## config.mk

```make
export PLATFORM = sky130hd
export DESIGN_NAME = qcc_counter_ctl
export DESIGN_NICKNAME = d
export VERILOG_FILES = /design/src/verilog/qcc_pkg.sv /design/src/verilog/qcc_sync.sv /design/src/verilog/qcc_quad_dec.sv /design/src/verilog/qcc_counter_ctl.sv
export SDC_FILE = /design/constraint.sdc
export NUM_CORES = 1
export LEC_CHECK = 0
export BUFFER_PORTS_ARGS = -buffer_cell sky130_fd_sc_hd__buf_2
export CAP_MARGIN = 20
export CORE_MARGIN = 10
export CORE_UTILIZATION = 46
export DETAILED_ROUTE_END_ITERATION = 7
export PLACE_DENSITY = 0.65
export SLEW_MARGIN = 20
export SYNTH_ARGS = -nofsm -noshare
export SYNTH_HDL_FRONTEND = slang
export SYNTH_SLANG_ARGS = --single-unit
```

## constraint.sdc

```tcl
create_clock -name clk -period 3.6 [get_ports clk]
set_input_delay 0.54 -clock clk [delete_from_list [all_inputs] [get_ports clk]]
set_output_delay 0.54 -clock clk [all_outputs]
set_load 0.03 [all_outputs]
```

## src/verilog/qcc_pkg.sv

```systemverilog
// Package of register map, field positions and mode codes for the encoder counter control.
package qcc_pkg;
  // ****************************************
  // Register bus geometry
  // ****************************************
  localparam int ADDR_W = 4;
  localparam int DATA_W = 16;
  localparam logic [3:0] ADDR_CTRL = 4'h0;
  localparam logic [3:0] ADDR_POS = 4'h1;
  localparam logic [3:0] ADDR_INIT = 4'h2;
  localparam logic [3:0] ADDR_GE = 4'h3;
  localparam logic [3:0] ADDR_STAT = 4'h4;
  // ****************************************
  // Control register fields and reset value
  // ****************************************
  localparam int BIT_EN = 15;
  localparam int BIT_IDLE = 13;
  localparam int MODE_HI = 12;
  localparam int MODE_LO = 10;
  localparam int BIT_MATCH_B = 9;
  localparam int BIT_MATCH_A = 8;
  localparam logic [15:0] CTRL_MASK = 16'hBF00;
  localparam logic [15:0] CTRL_RST = 16'h0000;
  localparam logic [15:0] DATA_RST = 16'h0000;
  // ****************************************
  // Status register fields
  // ****************************************
  localparam int STAT_RUN = 0;
  localparam int STAT_ARMED = 1;
  localparam int STAT_FIRST = 2;
  // ****************************************
  // Position counter initialisation modes
  // ****************************************
  localparam logic [2:0] MODE_NONE = 3'h0;
  localparam logic [2:0] MODE_IDX_RST = 3'h1;
  localparam logic [2:0] MODE_IDX_LOAD = 3'h2;
  localparam logic [2:0] MODE_HOME_1ST = 3'h3;
  localparam logic [2:0] MODE_HOME_2ND = 3'h4;
  localparam logic [2:0] MODE_GE_RST = 3'h5;
  localparam logic [2:0] MODE_MODULO = 3'h6;
  // ****************************************
  // Home tracking states
  // ****************************************
  typedef enum logic [1:0] {HOME_IDLE, HOME_ARMED, HOME_FIRST} qcc_home_t;
endpackage

```

## src/verilog/qcc_sync.sv

```systemverilog
// Two-stage synchroniser for a group of encoder pins.
`timescale 1ns/1ps
`default_nettype none
module qcc_sync #(
  parameter int W = 4
) (
  // Clock and reset.
  input wire logic clk,
  input wire logic nrst,
  // Pins and synchronised copies.
  input wire logic [W-1:0] pin_in,
  output logic [W-1:0] pin_sync
);
  logic [W-1:0] meta_ff;
  logic [W-1:0] sync_ff;

  // The first stage feeds only the second stage.
  always_ff @(posedge clk or negedge nrst) begin
    if (!nrst) begin
      meta_ff <= '0;
      sync_ff <= '0;
    end else begin
      meta_ff <= pin_in;
      sync_ff <= meta_ff;
    end
  end

  assign pin_sync = sync_ff;
endmodule
`default_nettype wire

```

## src/verilog/qcc_quad_dec.sv

```systemverilog
// Quadrature decoder giving one count step per phase edge and the index and home edges.
`timescale 1ns/1ps
`default_nettype none
module qcc_quad_dec (
  // Clock and reset.
  input wire logic clk,
  input wire logic nrst,
  // Synchronised encoder levels.
  input wire logic phase_a,
  input wire logic phase_b,
  input wire logic index_in,
  input wire logic home_in,
  // Decoded events and phase levels, registered.
  output logic step_ff,
  output logic up_ff,
  output logic index_rise_ff,
  output logic home_rise_ff,
  output logic a_lvl_ff,
  output logic b_lvl_ff
);
  logic pa_ff;
  logic pb_ff;
  logic pidx_ff;
  logic phome_ff;
  wire step = (phase_a ^ pa_ff) ^ (phase_b ^ pb_ff);
  wire dir_up = phase_a ^ pb_ff;

  // A single phase change is one step; a double change is a glitch and ignored.
  always_ff @(posedge clk or negedge nrst) begin
    if (!nrst) begin
      pa_ff <= 1'b0;
      pb_ff <= 1'b0;
      pidx_ff <= 1'b0;
      phome_ff <= 1'b0;
      step_ff <= 1'b0;
      up_ff <= 1'b0;
      index_rise_ff <= 1'b0;
      home_rise_ff <= 1'b0;
      a_lvl_ff <= 1'b0;
      b_lvl_ff <= 1'b0;
    end else begin
      pa_ff <= phase_a;
      pb_ff <= phase_b;
      pidx_ff <= index_in;
      phome_ff <= home_in;
      step_ff <= step;
      up_ff <= dir_up;
      index_rise_ff <= index_in & ~pidx_ff;
      home_rise_ff <= home_in & ~phome_ff;
      a_lvl_ff <= phase_a;
      b_lvl_ff <= phase_b;
    end
  end
endmodule
`default_nettype wire

```

## src/verilog/qcc_counter_ctl.sv

```systemverilog
// Encoder counter control: register file, position counter and its initialisation modes.
`timescale 1ns/1ps
`default_nettype none
module qcc_counter_ctl #(
  parameter int POS_W = 16
) (
  // Clock and reset.
  input wire logic clk,
  input wire logic nrst,
  // Register port.
  input wire logic [qcc_pkg::ADDR_W-1:0] addr,
  input wire logic [qcc_pkg::DATA_W-1:0] wdata,
  input wire logic wr,
  input wire logic rd,
  output logic [qcc_pkg::DATA_W-1:0] rdata,
  // System idle request, same clock.
  input wire logic idle_req,
  // Encoder pins.
  input wire logic phase_a_input,
  input wire logic phase_b_input,
  input wire logic index_input,
  input wire logic home_input,
  // Position count.
  output logic [POS_W-1:0] pos_value
);
  import qcc_pkg::*;

  // ****************************************
  // Parameter check
  // ****************************************
  generate
    if (POS_W < 2 || POS_W > DATA_W) begin : g_bad_w
      $error("POS_W must lie between 2 and the data width");
    end
  endgenerate

  // ****************************************
  // Pin synchronisation and decoding
  // ****************************************
  logic [3:0] pins_sync;
  logic step;
  logic up;
  logic idx_rise;
  logic home_rise;
  logic a_lvl;
  logic b_lvl;

  qcc_sync #(.W(4)) u_sync (
    .clk(clk),
    .nrst(nrst),
    .pin_in({home_input, index_input, phase_b_input, phase_a_input}),
    .pin_sync(pins_sync)
  );

  qcc_quad_dec u_dec (
    .clk(clk),
    .nrst(nrst),
    .phase_a(pins_sync[0]),
    .phase_b(pins_sync[1]),
    .index_in(pins_sync[2]),
    .home_in(pins_sync[3]),
    .step_ff(step),
    .up_ff(up),
    .index_rise_ff(idx_rise),
    .home_rise_ff(home_rise),
    .a_lvl_ff(a_lvl),
    .b_lvl_ff(b_lvl)
  );

  // ****************************************
  // Register file
  // ****************************************
  logic [DATA_W-1:0] ctrl_ff;
  logic [POS_W-1:0] init_ff;
  logic [POS_W-1:0] ge_ff;
  logic [POS_W-1:0] pos_ff;
  logic [POS_W-1:0] nxt_pos;
  logic [DATA_W-1:0] rdata_ff;
  logic [DATA_W-1:0] nxt_rdata;
  qcc_home_t home_ff;
  qcc_home_t nxt_home;

  // Pads a position-width value into a data word.
  function automatic logic [DATA_W-1:0] widen(input logic [POS_W-1:0] v);
    widen = '0;
    widen[POS_W-1:0] = v;
  endfunction

  // Address decode of the write strobe.
  wire wr_ctrl = wr && (addr == ADDR_CTRL);
  wire wr_pos = wr && (addr == ADDR_POS);
  wire wr_init = wr && (addr == ADDR_INIT);
  wire wr_ge = wr && (addr == ADDR_GE);

  // Control fields.
  wire en = ctrl_ff[BIT_EN];
  wire idle_stop = ctrl_ff[BIT_IDLE];
  wire [2:0] mode = ctrl_ff[MODE_HI:MODE_LO];
  wire match_b = ctrl_ff[BIT_MATCH_B];
  wire match_a = ctrl_ff[BIT_MATCH_A];

  // Counters run when enabled and not held by idle.
  wire run = en && !(idle_stop && idle_req);

  // An index event counts only on the chosen phase levels.
  wire idx_ev = run && idx_rise && (b_lvl == match_b) && (a_lvl == match_a);

  // Registers stay writable whatever the enable state.
  always_ff @(posedge clk or negedge nrst) begin
    if (!nrst) begin
      ctrl_ff <= CTRL_RST;
      init_ff <= '0;
      ge_ff <= '0;
    end else begin
      if (wr_ctrl) ctrl_ff <= wdata & CTRL_MASK;
      if (wr_init) init_ff <= wdata[POS_W-1:0];
      if (wr_ge) ge_ff <= wdata[POS_W-1:0];
    end
  end

  // Read mux; unmapped addresses read zero and data stand one cycle only.
  always_comb begin
    nxt_rdata = DATA_RST;
    if (rd) begin
      case (addr)
        ADDR_CTRL: nxt_rdata = ctrl_ff;
        ADDR_POS: nxt_rdata = widen(pos_ff);
        ADDR_INIT: nxt_rdata = widen(init_ff);
        ADDR_GE: nxt_rdata = widen(ge_ff);
        ADDR_STAT: begin
          nxt_rdata[STAT_RUN] = run;
          nxt_rdata[STAT_ARMED] = (home_ff == HOME_ARMED);
          nxt_rdata[STAT_FIRST] = (home_ff == HOME_FIRST);
        end
        default: nxt_rdata = DATA_RST;
      endcase
    end
  end

  // ****************************************
  // Home and index tracking
  // ****************************************
  wire home_mode = (mode == MODE_HOME_1ST) || (mode == MODE_HOME_2ND);

  // Home arms the tracker; index events then walk it to the load point.
  always_comb begin
    nxt_home = home_ff;
    if (!home_mode) begin
      nxt_home = HOME_IDLE;
    end else if (run) begin
      case (home_ff)
        HOME_IDLE: begin
          if (home_rise) nxt_home = HOME_ARMED;
        end
        HOME_ARMED: begin
          if (idx_ev) nxt_home = (mode == MODE_HOME_2ND) ? HOME_FIRST : HOME_IDLE;
        end
        HOME_FIRST: begin
          if (idx_ev) nxt_home = HOME_IDLE;
        end
        default: nxt_home = HOME_IDLE;
      endcase
    end
  end

  // Load points of the home modes.
  wire load_1st = (mode == MODE_HOME_1ST) && (home_ff == HOME_ARMED) && idx_ev;
  wire load_2nd = (mode == MODE_HOME_2ND) && (home_ff == HOME_FIRST) && idx_ev;

  // ****************************************
  // Position counter
  // ****************************************
  wire at_ge = (pos_ff == ge_ff);
  wire at_zero = (pos_ff == '0);

  // Software write wins, then initialisation, then the count step.
  always_comb begin
    nxt_pos = pos_ff;
    if (run) begin
      if (step) begin
        nxt_pos = up ? pos_ff + 1'b1 : pos_ff - 1'b1;
        if (mode == MODE_MODULO) begin
          if (up && at_ge) nxt_pos = '0;
          if (!up && at_zero) nxt_pos = ge_ff;
        end
      end
      case (mode)
        MODE_NONE: ;
        MODE_IDX_RST: begin
          if (idx_ev) nxt_pos = '0;
        end
        MODE_IDX_LOAD: begin
          if (idx_ev) nxt_pos = init_ff;
        end
        MODE_HOME_1ST: begin
          if (load_1st) nxt_pos = init_ff;
        end
        MODE_HOME_2ND: begin
          if (load_2nd) nxt_pos = init_ff;
        end
        MODE_GE_RST: begin
          if (at_ge) nxt_pos = '0;
        end
        default: ;
      endcase
    end
    if (wr_pos) nxt_pos = wdata[POS_W-1:0];
  end

  // State registers.
  always_ff @(posedge clk or negedge nrst) begin
    if (!nrst) begin
      pos_ff <= '0;
      home_ff <= HOME_IDLE;
      rdata_ff <= DATA_RST;
    end else begin
      pos_ff <= nxt_pos;
      home_ff <= nxt_home;
      rdata_ff <= nxt_rdata;
    end
  end

  assign rdata = rdata_ff;
  assign pos_value = pos_ff;
endmodule
`default_nettype wire

```

==> results.txt <==
Comb power frac: 44.9%
Hold Path Class: in -> async
worst vdd ir: 0.0003477 V
starting density of the core: 46.75%
YS warnings: 0
ANT nets after route: 0
Synth Register Bits: 89
via/cell ratio: 6.351
pin count of the biggest net entering global routing: 68
area occupied by multi-input gates: 3162 sq um
Critical Path Sink Type: flop
CP delay by family, top: compound AO/OA/AOI/OAI gates
Sink Count: 89
critical path arrival: 3.26 ns
endpoints failing setup: 0
power per cell area: 751.1 nW/um^2
die area: 16,910 sq um
worst path cell trace: inv_1, ha_1, a21oi_1, o211ai_1, o31ai_1, a21oi_1, or4_1, a31oi_1, a21oi_1
Die Ht: 130.0 um
final worst-path cycle share: 83.99%
slowest CP cell: or4_1
main flop type after synthesis: dfrtp_1
grt ovf: 0
DR vias: 4,890
Final nets: 660
CTS resizes: 0
required time worst endpoint: 3.83 ns
RR Startpoint: u_dec.up_ff
post-synth cell types: 71
Worst-Skew Late Latency: 0.35 ns
Tmin final: 3.023 ns
I/O Buffers: 60
CTS buffer count: 9
Syn Std Cell Area: 5569 sq um
worst reg2reg setup slack: 0.58 ns
final clock skew: 0.01126 ns
Residual DRC: 0
EDFF count, synth: 0
Cell Int Power: 2.699 mW
layout cell share with drive strength beyond 1: 23.19%
hpwl dp: 12,760 um
# IOs: 61
Die X: 130.0 um
Lkg Pwr: 2.684 nW
initial antenna violation count: 1
vias in the first global route: 4,801
Fill cells: 1,100
Max-Cap Viols: 0
Fin Setup TNS: 0 ns
Post-Place Cells: 752
sequential area share after synthesis: 39.99%
Root Driver: clkbuf_16
Syn Area/Cell: 9.892 sq um
Pre-antenna DRT Iters: 5
Cells after Synth: 563
synthesis-to-layout area growth: 13.08%
Post-Syn Nets: 607
Final Hold Vio Count: 0
post-CTS setup buffer count: 0
Flop pwr share: 34.8%
clock buffer depth: 2
Switch Pwr: 2.031 mW
status: finished, final reports clean
most frequent CP cell: a21oi_1
Clk pwr share: 20.3%
Slew @ Worst Pin: 0.8721 ns
core footprint: 11,910 sq um
Starting DRT DRC Count: 472
Register Area: 2227 sq um
Setup CP Type: reg -> reg
Critical Path Source Type: flop
WP buf/inv: 1
Slew Limit Fails: 0
RSZ-0062 raised after global routing: false
non-filler cells, final: 770
final WL: 17,390 um
H-Tree Depth: 3
Wirelength per Cell: 22.58 um
fmax: 330.7 MHz
clock-pin slew on the worst setup and hold paths: 0.07 ns
RePlAce Congestion: 0.9340
CTS tree: built
Setup crit start: u_dec.up_ff
Row Count: 40
slowest stage delay, CP: 0.48 ns
first-pass GRT wire length: 27,230 um
CTS Hold Bufs: 0
area of placed instances: 5984 sq um
Crit Path Max Fanout: 15
max_slew headroom: 41.86%
Synth async-reset ratio: 100.0%
post-layout instance area: 6297 sq um
GR Util All Layers: 20.84%
Switching Fraction: 42.93%
[power by group through the flow]
stage,Sequential (mW),Clock [mW],Combinational (mW)
finish,1.65,0.960,2.12
detailed placement,1.65,0,2.09
global placement,1.64,0,2.06
global route,1.68,1.01,2.31
CTS,1.63,0.973,2.11
floorplan,1.62,0,1.48
[cell usage after synthesis (all sizes together) (7+ instances only)]
| library cell | number | area [sq um] |
|---|---|---|
| nor3 | 8 | 40.04 |
| a221oi | 10 | 87.58 |
| nor2 | 45 | 176.4 |
| a22oi | 9 | 67.56 |
| xnor2 | 30 | 262.8 |
| nor4 | 7 | 58.81 |
| mux2 | 45 | 506.7 |
| nand3 | 24 | 120.1 |
| dfrtp | 89 | 2227 |
| o21ai | 23 | 115.1 |
| nand4 | 7 | 50.05 |
| inv | 7 | 26.28 |
| buf | 12 | 70.07 |
| nor2b | 11 | 71.32 |
| a21oi | 44 | 227.7 |
| ha | 14 | 175.2 |
| nand2 | 51 | 191.4 |
| clkbuf | 17 | 83.83 |
[kinds of logic after synthesis]
logic type	synth area share (%)
and+or+nand+nor	17.10
DFF	39.99
muxes	11.80
xor gates and xnor gates	5.033
buffers and inverters	3.235
adders and majority gates	3.505
AOI/OAI and AO/OA	19.34
[routing by layer]
metal,vias up,GRT usage (%),routed length [um]
met2,224,33.59,8200
met3,47,4.828,1352
met1,2403,26.53,7307
li1,2216,-,-
met4,0,8.069,529
met5,-,0,0
[final timing paths]
check,depth (start not counted),end
setup / recovery,9,pos_value[13]
hold / removal,1,pos_value[6]
hold reg to reg,0,u_sync.pin_sync[0]
setup reg to reg,9,pos_value[13]
min in group clk,1,u_sync.meta_ff[3]
max in group asynchronous,2,rdata[10]
[cell type report]
class                   instances  share of cell area, %
clock buffers                  12                  4.073
repair buffers                 71                  6.120
clock inverters                 4                 0.8146
diodes                          2                0.07948
flip-flops and latches         89                  35.37
multi-input cells             438                  50.21
well taps                     147                  2.921
inverters                       7                 0.4172
[flip-flops by register name (all words and copies together), names as in the netlist, 2 cells and up]
| name | flops |
|---|---|
| pos_value | 16 |
| home_ff | 2 |
| ctrl_ff | 7 |
| ge_ff | 16 |
| rdata | 16 |
| u_sync.meta_ff | 4 |
| init_ff | 16 |
| u_sync.pin_sync | 4 |
[cell usage in the layout (no fill, tap or decap), types with 12 or more instances in the layout]
master   Yosys  final
dfrtp_1     89     89
buf_2        8     59
nand2_1     51     51
nor2_1      44     44
a21oi_1     42     42
mux2_2      35     35
xnor2_1     30     30
nand3_1     24     24
o21ai_0     20     20
ha_1        14     14
buf_4        0     12
[metrics by stage]
| step | hold slack (ns) | utilization (%) | power (mW) | setup slack [ns] |
|---|---|---|---|---|
| 3_3_place_gp | 0.3336 | 50.24 | 3.705 | 0.6414 |
| 3_5_place_dp | 0.3364 | 50.24 | 3.741 | 0.5889 |
| 5_1_grt | 0.2865 | 52.83 | 5.001 | 0.3260 |
| 2_1_floorplan | 0.2444 | - | 3.103 | 1.059 |
| 6_report | 0.2893 | 52.87 | 4.730 | 0.5765 |
| 4_1_cts | 0.2903 | 52.83 | 4.711 | 0.6091 |
Power figures use the tool's default switching activity.
